[config.mk]
export PLATFORM = sky130hd
export DESIGN_NAME = spmsp_port
export DESIGN_NICKNAME = d
export VERILOG_FILES = /design/src/rtl/spmsp_pkg.sv /design/src/rtl/spmsp_port.sv
export SDC_FILE = /design/constraint.sdc
export NUM_CORES = 1
export LEC_CHECK = 0
export BUFFER_PORTS_ARGS = -buffer_cell sky130_fd_sc_hd__buf_2
export CAP_MARGIN = 0
export CELL_PAD_IN_SITES_DETAIL_PLACEMENT = 1
export CELL_PAD_IN_SITES_GLOBAL_PLACEMENT = 1
export CORE_ASPECT_RATIO = 0.8
export CORE_UTILIZATION = 26
export DETAILED_ROUTE_END_ITERATION = 12
export GPL_ROUTABILITY_DRIVEN = 0
export PLACE_DENSITY_LB_ADDON = 0.05
export SLEW_MARGIN = 5
export SYNTH_ARGS = -nofsm -noshare
export SYNTH_HDL_FRONTEND = slang
export SYNTH_SLANG_ARGS = --single-unit
[constraint.sdc]
create_clock -name i_clk_sys -period 3.4 [get_ports i_clk_sys]
set_input_delay 0.17 -clock i_clk_sys [delete_from_list [all_inputs] [get_ports i_clk_sys]]
set_output_delay 0.17 -clock i_clk_sys [all_outputs]
set_load 0.02 [all_outputs]
[src/rtl/spmsp_pkg.sv]
package spmsp_pkg;

  localparam int unsigned SFR_AW = 8;
  localparam int unsigned SFR_DW = 8;

  // register addresses on the core's register port
  localparam logic [SFR_AW-1:0] ADDR_DATA = 8'hF7;
  localparam logic [SFR_AW-1:0] ADDR_CTRL = 8'hF8;

  // reset values
  localparam logic [SFR_DW-1:0] DATA_RST = 8'h00;
  localparam logic [SFR_DW-1:0] CTRL_RST = 8'h00;

  // control register field positions
  localparam int unsigned CTL_DONE   = 7;
  localparam int unsigned CTL_WRITE_COLLISION_FLAG   = 6;
  localparam int unsigned CTL_PSEL   = 5;
  localparam int unsigned CTL_MSTR   = 4;
  localparam int unsigned CTL_CLOCK_IDLE_LEVEL   = 3;
  localparam int unsigned CTL_CLOCK_PHASE   = 2;
  localparam int unsigned CTL_RATE_H = 1;
  localparam int unsigned CTL_RATE_L = 0;

  // bits per byte and bit counter width
  localparam int unsigned CNT_W          = 4;
  localparam logic [CNT_W-1:0] BIT_LAST  = 4'h7;
  localparam logic [CNT_W-1:0] BIT_FULL  = 4'h8;

  // half serial clock period is (1 << rate) core cycles: /2, /4, /8, /16
  localparam int unsigned HALF_W         = 3;
  localparam logic [3:0]  HALF_BASE      = 4'h1;

  // synchroniser input lanes
  localparam int unsigned SYN_SCLK = 0;
  localparam int unsigned SYN_MOSI = 1;
  localparam int unsigned SYN_MISO = 2;
  localparam int unsigned SYN_SSN  = 3;
  localparam int unsigned SYN_W    = 4;

  typedef enum logic {
    MS_IDLE = 1'b0,
    MS_RUN  = 1'b1
  } spmsp_mst_e;

endpackage

[src/rtl/spmsp_port.sv]
`timescale 1ns/100ps
module spmsp_port (
  input  wire logic                          i_clk_sys,
  input  wire logic                          i_rst,
  input  wire logic [spmsp_pkg::SFR_AW-1:0]  i_sfr_addr,
  input  wire logic                          i_sfr_wr,
  input  wire logic                          i_sfr_rd,
  input  wire logic [spmsp_pkg::SFR_DW-1:0]  i_sfr_wdata,
  output logic      [spmsp_pkg::SFR_DW-1:0]  o_sfr_rdata,
  input  wire logic                          i_sclk,
  output logic                               o_sclk,
  output logic                               o_sclk_oe_n,
  input  wire logic                          i_mosi,
  output logic                               o_mosi,
  output logic                               o_mosi_oe_n,
  input  wire logic                          i_miso,
  output logic                               o_miso,
  output logic                               o_miso_oe_n,
  input  wire logic                          i_ss_n,
  output logic                               o_port_select,
  output logic                               o_xfer_done_flag
);
  import spmsp_pkg::*;

  logic [SYN_W-1:0]  sync1_q;
  logic [SYN_W-1:0]  sync2_q;
  logic              sclk_prev_q;
  logic              ss_n_prev_q;

  logic              done_q;
  logic              write_collision_flag_q;
  logic              psel_q;
  logic              mstr_q;
  logic              clock_idle_level_q;
  logic              clock_phase_q;
  logic [1:0]        rate_q;

  spmsp_mst_e        st_q;
  logic [HALF_W-1:0] half_q;
  logic              sclk_q;
  logic [CNT_W-1:0]  bit_q;
  logic [7:0]        sh_q;
  logic              held_q;
  logic              out_q;
  logic [7:0]        rx_q;

  logic              wr_dat;
  logic              wr_ctl;
  logic              rd_dat;
  logic              ss_low;
  logic              slv_act;
  logic              s_edge;
  logic              m_tick;
  logic              lead;
  logic              trail;
  logic              in_bit;
  logic              busy;
  logic              end_cnt;
  logic              end_ss;
  logic              byte_end;
  logic [7:0]        trail_sh;
  logic [HALF_W-1:0] half_reload;

  assign wr_dat = i_sfr_wr && (i_sfr_addr == ADDR_DATA);
  assign wr_ctl = i_sfr_wr && (i_sfr_addr == ADDR_CTRL);
  assign rd_dat = i_sfr_rd && (i_sfr_addr == ADDR_DATA);

  // two-stage synchronisers for every pin input
  always_ff @(posedge i_clk_sys or posedge i_rst) begin
    if (i_rst) begin
      sync1_q <= 4'hF;
      sync2_q <= 4'hF;
    end else begin
      sync1_q <= {i_ss_n, i_miso, i_mosi, i_sclk};
      sync2_q <= sync1_q;
    end
  end

  always_ff @(posedge i_clk_sys or posedge i_rst) begin
    if (i_rst) begin
      sclk_prev_q <= 1'b1;
      ss_n_prev_q <= 1'b1;
    end else begin
      sclk_prev_q <= sync2_q[SYN_SCLK];
      ss_n_prev_q <= sync2_q[SYN_SSN];
    end
  end

  assign ss_low  = !sync2_q[SYN_SSN];
  assign slv_act = psel_q && !mstr_q && ss_low;
  assign s_edge  = slv_act && (sync2_q[SYN_SCLK] != sclk_prev_q);

  assign half_reload = HALF_W'((HALF_BASE << rate_q) - HALF_BASE);
  assign m_tick      = (st_q == MS_RUN) && (half_q == '0);

  // leading edge leaves the idle level, trailing edge returns to it
  always_comb begin
    if (mstr_q) begin
      lead   = m_tick && (sclk_q == clock_idle_level_q);
      trail  = m_tick && (sclk_q != clock_idle_level_q);
      in_bit = sync2_q[SYN_MISO];
    end else begin
      lead   = s_edge && (sclk_prev_q == clock_idle_level_q);
      trail  = s_edge && (sclk_prev_q != clock_idle_level_q);
      in_bit = sync2_q[SYN_MOSI];
    end
  end

  // phase 1 samples on trailing edge, phase 0 uses bit held from leading edge
  assign trail_sh = {sh_q[6:0], clock_phase_q ? in_bit : held_q};

  assign busy    = (st_q == MS_RUN) || (!mstr_q && (bit_q != '0));
  assign end_cnt = trail && (bit_q == BIT_LAST) && (mstr_q || clock_phase_q);
  assign end_ss  = !mstr_q && !clock_phase_q && psel_q && sync2_q[SYN_SSN] && !ss_n_prev_q
                   && (bit_q != '0);
  assign byte_end = end_cnt || end_ss;

  // control register
  always_ff @(posedge i_clk_sys or posedge i_rst) begin
    if (i_rst) begin
      psel_q <= CTRL_RST[CTL_PSEL];
      mstr_q <= CTRL_RST[CTL_MSTR];
      clock_idle_level_q <= CTRL_RST[CTL_CLOCK_IDLE_LEVEL];
      clock_phase_q <= CTRL_RST[CTL_CLOCK_PHASE];
      rate_q <= CTRL_RST[CTL_RATE_H:CTL_RATE_L];
    end else if (wr_ctl) begin
      psel_q <= i_sfr_wdata[CTL_PSEL];
      mstr_q <= i_sfr_wdata[CTL_MSTR];
      clock_idle_level_q <= i_sfr_wdata[CTL_CLOCK_IDLE_LEVEL];
      clock_phase_q <= i_sfr_wdata[CTL_CLOCK_PHASE];
      rate_q <= i_sfr_wdata[CTL_RATE_H:CTL_RATE_L];
    end
  end

  // transfer-done flag, hardware set wins over any clear
  always_ff @(posedge i_clk_sys or posedge i_rst) begin
    if (i_rst) begin
      done_q <= CTRL_RST[CTL_DONE];
    end else if (byte_end) begin
      done_q <= 1'b1;
    end else if (wr_ctl) begin
      done_q <= i_sfr_wdata[CTL_DONE];
    end else if (rd_dat) begin
      done_q <= 1'b0;
    end
  end

  // write-collision flag, only software clears
  always_ff @(posedge i_clk_sys or posedge i_rst) begin
    if (i_rst) begin
      write_collision_flag_q <= CTRL_RST[CTL_WRITE_COLLISION_FLAG];
    end else if (wr_dat && busy) begin
      write_collision_flag_q <= 1'b1;
    end else if (wr_ctl) begin
      write_collision_flag_q <= i_sfr_wdata[CTL_WRITE_COLLISION_FLAG];
    end
  end

  // master clock generator
  always_ff @(posedge i_clk_sys or posedge i_rst) begin
    if (i_rst) begin
      st_q   <= MS_IDLE;
      half_q <= '0;
      sclk_q <= 1'b0;
    end else begin
      unique case (st_q)
        MS_IDLE: begin
          sclk_q <= clock_idle_level_q;
          half_q <= half_reload;
          if (wr_dat && psel_q && mstr_q) begin
            st_q <= MS_RUN;
          end
        end
        MS_RUN: begin
          if (m_tick) begin
            sclk_q <= !sclk_q;
            half_q <= half_reload;
            if (end_cnt) begin
              st_q <= MS_IDLE;
            end
          end else begin
            half_q <= half_q - HALF_W'(1);
          end
        end
      endcase
    end
  end

  // bit counter
  always_ff @(posedge i_clk_sys or posedge i_rst) begin
    if (i_rst) begin
      bit_q <= '0;
    end else if (byte_end) begin
      bit_q <= '0;
    end else if (!mstr_q && !ss_low) begin
      bit_q <= '0;
    end else if (trail && (bit_q != BIT_FULL)) begin
      bit_q <= bit_q + CNT_W'(1);
    end
  end

  // shift register, loaded only when idle so a colliding write is dropped
  always_ff @(posedge i_clk_sys or posedge i_rst) begin
    if (i_rst) begin
      sh_q <= DATA_RST;
    end else if (wr_dat && !busy) begin
      sh_q <= i_sfr_wdata;
    end else if (trail) begin
      sh_q <= trail_sh;
    end
  end

  always_ff @(posedge i_clk_sys or posedge i_rst) begin
    if (i_rst) begin
      held_q <= 1'b0;
    end else if (lead) begin
      held_q <= in_bit;
    end
  end

  // outgoing bit: phase 0 presents it ahead of the leading edge
  always_ff @(posedge i_clk_sys or posedge i_rst) begin
    if (i_rst) begin
      out_q <= 1'b0;
    end else if (!clock_phase_q) begin
      // follow the shift register's next value so the bit leads the clock
      if (wr_dat && !busy) begin
        out_q <= i_sfr_wdata[7];
      end else if (trail) begin
        out_q <= trail_sh[7];
      end else begin
        out_q <= sh_q[7];
      end
    end else if (lead) begin
      out_q <= sh_q[7];
    end
  end

  // received byte
  always_ff @(posedge i_clk_sys or posedge i_rst) begin
    if (i_rst) begin
      rx_q <= DATA_RST;
    end else if (end_cnt) begin
      rx_q <= trail_sh;
    end else if (end_ss) begin
      rx_q <= sh_q;
    end
  end

  // register read port, one cycle latency
  always_ff @(posedge i_clk_sys or posedge i_rst) begin
    if (i_rst) begin
      o_sfr_rdata <= '0;
    end else begin
      unique case (i_sfr_addr)
        ADDR_DATA: o_sfr_rdata <= rx_q;
        ADDR_CTRL: o_sfr_rdata <= {done_q, write_collision_flag_q, psel_q, mstr_q, clock_idle_level_q, clock_phase_q,
                                   rate_q[1], mstr_q ? rate_q[0] : sync2_q[SYN_SSN]};
        default:   o_sfr_rdata <= '0;
      endcase
    end
  end

  // pin drivers; enables active low
  always_ff @(posedge i_clk_sys or posedge i_rst) begin
    if (i_rst) begin
      o_sclk        <= 1'b0;
      o_sclk_oe_n   <= 1'b1;
      o_mosi        <= 1'b0;
      o_mosi_oe_n   <= 1'b1;
      o_miso        <= 1'b0;
      o_miso_oe_n   <= 1'b1;
      o_port_select <= 1'b0;
    end else begin
      o_sclk        <= sclk_q;
      o_sclk_oe_n   <= !(psel_q && mstr_q);
      o_mosi        <= out_q;
      o_mosi_oe_n   <= !(psel_q && mstr_q);
      o_miso        <= out_q;
      o_miso_oe_n   <= !slv_act;
      o_port_select <= psel_q;
    end
  end

  assign o_xfer_done_flag = done_q;

endmodule // spmsp_port

[Yosys cells after proc, flatten, opt, wreduce, memory -nomap -nowiden]
Cells that the tools add are included.
Storage, ports and cells
  register bits: 58
  bits of input ports: 24
  output and inout bits: 16
  logic and storage cells: 115
Operators by class
  add/subtract/negate cells: 3
  eq/ne operators: 11
  shift-type cells: 1
  multiplexer cells: 30
  bitwise gates (word level): 1
  reduce and logical (&&, ||, !) cells: 44
Operators by type and width (count)
  8-bit two-way mux: 4
  1-bit logical AND: 26
  1-bit two-way mux: 18
  8-bit == test, second input constant: 2
  8-bit one-hot mux with 2 select lines: 1
  4-bit two-way mux: 3
  1-bit logical NOT: 8
  3-bit one-hot mux with 2 select lines: 1
  2-bit nonzero test: 3
  3-bit nonzero test: 2
  3-bit by 1-bit subtractor with 3-bit output, second input constant: 2
  4-bit by 1-bit adder with 4-bit output, second input constant: 1
  4-bit by 3-bit == test with 1-bit output, second input constant: 1
  2-bit by 1-bit != test with 1-bit output, second input constant: 2
  4-bit != test, second input constant: 1
  1-bit one-hot mux with 2 select lines: 2
  4-bit nonzero test: 1
  3-bit logical NOT: 1
  1-bit logical OR: 3
  3-bit two-way mux: 1
  1-bit != test: 3
  1-bit by 2-bit << shifter with 3-bit output, first input constant: 1
  1-bit == test: 2
  1-bit NOT: 1

[Logic depth before layout (Yosys ltp)]
  word-level depth: 11
  gate-level depth with buffers: 10

[Worst setup path before layout]
Ideal clock, no wire load.
  kind: reg2reg
  start point: register bit_q[0]
  end point: register out_q
  data arrival time: 2.062 ns
  setup slack: 1.215 ns
  stages on the path, launching flop included: 10
  path buffers: 2
  cell sequence: dfrtp_1 -> inv_1 -> ha_1 -> nor4b_1 -> o2111ai_2 -> buf_6 -> or3b_1 -> buf_2 -> mux2_2 -> o221a_1
On the way
  word-level cells in the longest chain between the ends: 7
RTL lines
  from (decl): RTL line spmsp_port.sv:41  | logic [CNT_W-1:0] bit_q;
  from (signal assigned): RTL line spmsp_port.sv:198  | bit_q <= bit_q + CNT_W'(1);
  4-bit nonzero test: RTL line spmsp_port.sv:112  | assign busy = (st_q == MS_RUN) || (!mstr_q && (bit_q != '0));
  1-bit logical AND: RTL line spmsp_port.sv:112
  1-bit logical OR: RTL line spmsp_port.sv:112
  1-bit logical NOT: RTL line spmsp_port.sv:227  | if (wr_dat && !busy) begin
  1-bit logical AND: RTL line spmsp_port.sv:227
  1-bit two-way mux: RTL line spmsp_port.sv:227
  1-bit two-way mux: RTL line spmsp_port.sv:225  | end else if (!clock_phase_q) begin
  to (signal assigned): RTL line spmsp_port.sv:228  | out_q <= i_sfr_wdata[7];
  to (signal assigned): RTL line spmsp_port.sv:230  | out_q <= trail_sh[7];
  to (signal assigned): RTL line spmsp_port.sv:232  | out_q <= sh_q[7];
  to (decl): RTL line spmsp_port.sv:44  | logic out_q;
No other way between the ends.
A chain may end at the register's enable or synchronous reset.

[Final worst setup path]
Same ends and word-level chain as after synthesis.

==> flow_summary.yaml <==
finish:
  drive_gt1_frac: 0.301
  layout_common_cells: "dfrtp_1, buf_2, nor2_1"
  layout_commonest_cell: "dfrtp_1"
  nets: 295
  diodes: 0
  stdcell_count: 408
  area_growth_pct: 26.4
  utilization: 0.338
  multiInputGateArea_mm2: 0.00101
  fillers: 1067
  ff_latch_area_mm2: 0.00147
grt:
  grt_max_degree: 31
  grt.busiest_layer: "met1"
  met2_usage: 0.205
  met3_usage: 0.0427
  grt_overflow: 0
  grt_usage: 0.146
  grt_pass1_vias: 1967
  antenna_found_initial: 0
  met1_usage: 0.206
  grt_pass1_wl_mm: 11.0
critical_path:
  critical_path.max_fanout: 17
  crit_path_start_kind: "flop"
  cp_data_arrival_time_ns: 2.73
  crit_type: "reg2reg"
  cp_slowest_cell: "or3b_1"
  critPathMaxStageDelay_ns: 0.37
  critical_path.endpoint: "out_q$_DFFE_PP0P_"
  cp_cell_sequence: "inv_1, ha_1, nor4b_1, o2111ai_2, buf_4, or3b_1, buf_4, mux2_2, o221a_1"
  timing.rr.end: "out_q$_DFFE_PP0P_"
  crit_path_start: "bit_q[0]$_DFFE_PP0P_"
  regToRegStartpoint: "bit_q[0]$_DFFE_PP0P_"
  end_kind: "flop"
  cp_common_cell: "buf_4"
  critPathRequiredTime_ns: 3.61
  worst-path-stages: 9
  r2r_setup_slack_ns: 0.88
  rr_worst_depth: 9
  path_buf_inv: 3
  critPathTopFamily: "simple AND/OR/NAND/NOR gates"
clock_tree:
  cts_tree: "yes"
  cts_made_buffers: 9
  clock_latency_ns: 0.33
  h-tree-depth: 3
  cts_buffer_depth: 2
  cts.sinks: 58
  clkSlewWorstSetupHoldPaths_ns: 0.05
  root_buffer: "clkbuf_16"
logic_synthesis:
  synthArstFlopShare: 1.00
  synth_cell_types: 47
  synth_ff_type: "dfrtp_1"
  syn_inst: 219
  ys_warn_count: 0
  syn_area_mm2: 0.00258
  ys_seq_elements: 58
  synth_edf_count: 0
  seq_area_frac_synth: 0.568
  syn_avg_cell_area_um2: 11.8
  synth_fp_nets: 247
sta:
  skew_ns: 0.00740
  clock.fmax_mhz: 397
  worst_slew_pin_slew_ns: 0.851
  rsz0062_at_grt: "no"
  finalCritPeriodShare: 0.741
  period_needed_ns: 2.52
  setup_viol: 0
  slew_viol_final: 0
  fin_setup_tns_ns: 0
  hold_slack_ns: 0.0969
  slew_headroom: 0.430
  hold_viol: 0
floorplanning:
  die_w_um: 113
  std_cell_rows: 32
  dieHeight_um: 91.1
  core_area_mm2: 0.00965
  start_util: 0.268
  die_area_mm2: 0.0103
  pin_count: 40
min_path:
  hp-class: "in2reg"
power_and_ir_drop:
  power_density_mw_per_mm2: 567
  p_leak_nw: 1.59
  peakVddDrop_v: 0.000196
drt:
  ant_nets: 0
  wl_mm: 6.62
  vias: 1857
  dr.pass1.iters: 4
  routedWlPerCell_um: 16.2
  drt_iter0_drc: 47
  vias_per_cell: 4.55
  drcViolationCount: 0
placed_design:
  dp.cells: 387
  hpwl_mm: 4.56
  port_buffers: 39
run:
  maxCapViolations: 0
status:
  outcome: "completed"
-- logic make-up (layout without fill, tap and decap cells) --
family                     after synthesis  after routing  synth area share
AOI/OAI and AO/OA                       54             54             0.154
xor gates and xnor gates                 5              5            0.0170
adders and majority gates                4              4            0.0194
buffers and inverters                   22             75            0.0441
DFF                                     58             58             0.568
muxes                                   19             19            0.0780
and+or+nand+nor                         57             57             0.120
-- layout make-up --
| cell class | instances | share of cell area |
|---|---|---|
| well taps | 136 | 0.0521 |
| flip-flops and latches | 58 | 0.449 |
| multi-input cells | 139 | 0.309 |
| clock buffers | 14 | 0.0809 |
| inverters | 10 | 0.0115 |
| repair buffers | 49 | 0.0866 |
| clock inverters | 2 | 0.0107 |
-- sequential cells by signal, summed over array words and instances (netlist names), 2 cells and up --
signal and flops:
sync2_q 4, sh_q 8, o_sfr_rdata 8, sync1_q 4
rate_q 2, rx_q 8, half_q 3, bit_q 4
-- repair_timing --
action | CTS | global route
buffers inserted | 0 | 0
hold buffers | 5 | 0
endpoints found under the hold margin | 25 | 0
resized for setup | 0 | 0
-- synth_stat cells (3+ instances only) --
library cell	instances	area share
a21oi_1	10	0.019
dfstp_2	12	0.12
nand2_1	10	0.015
nand2b_1	4	0.0097
dfrtp_1	46	0.45
o211ai_1	3	0.0087
ha_1	4	0.019
inv_1	10	0.015
buf_2	4	0.0078
nand3b_1	3	0.0087
xnor2_1	3	0.010
o21ai_0	5	0.0097
nor2_1	21	0.031
buf_4	3	0.0087
nand3_1	3	0.0058
or3b_1	4	0.014
o21ai_1	3	0.0058
mux2_2	8	0.035
a22o_1	14	0.047
mux2i_1	10	0.039
a21o_1	6	0.017
clkbuf_1	3	0.0044
-- worst min-delay path by stage --
| stage | start | endpoint | slack (ns) | cells past startpoint |
|---|---|---|---|---|
| finish | i_sfr_wdata[1] | rate_q[1]$_DFFE_PP0P_ | 0.1 | 2 |
| global route | i_sfr_wdata[2] | clock_phase_q$_DFFE_PP0P_ | 0.11 | 2 |
| CTS | i_sfr_wdata[1] | rate_q[1]$_DFFE_PP0P_ | 0.08 | 2 |
| detailed placement | i_rst | o_sclk$_DFF_PP0_ | 0.28 | 2 |
| global placement | i_ss_n | sync1_q[3]$_DFF_PP1_ | 0.28 | 1 |
| floorplan | i_sclk | sync1_q[0]$_DFF_PP1_ | 0.17 | 0 |
-- where the power goes --
part | total, mW | switching (mW) | internal (mW)
clock | 0.905 | 0.299 | 0.606
combinational | 0.153 | 0.0841 | 0.0690
sequential | 0.794 | 0.0480 | 0.746
total | 1.85 | 0.432 | 1.42
-- routing by layer --
layer	wire length, um	up-vias	share of wire
li1	-	885	-
met1	3460	923	0.52
met2	2790	40	0.42
met3	261	9	0.039
met4	114	0	0.017
met5	0	-	0
-- metrics by stage --
| step | power (mW) | area (um^2) | setup slack, ns |
|---|---|---|---|
| floorplan | 0.893 | 2580 | 1.22 |
| global placement | 0.954 | 2920 | 0.885 |
| detailed placement | 0.957 | 2920 | 0.882 |
| CTS | 1.89 | 3260 | 0.857 |
| global route | 1.95 | 3260 | 0.747 |
| finish | 1.85 | 3260 | 0.879 |
(Power assumes the default switching activity.)
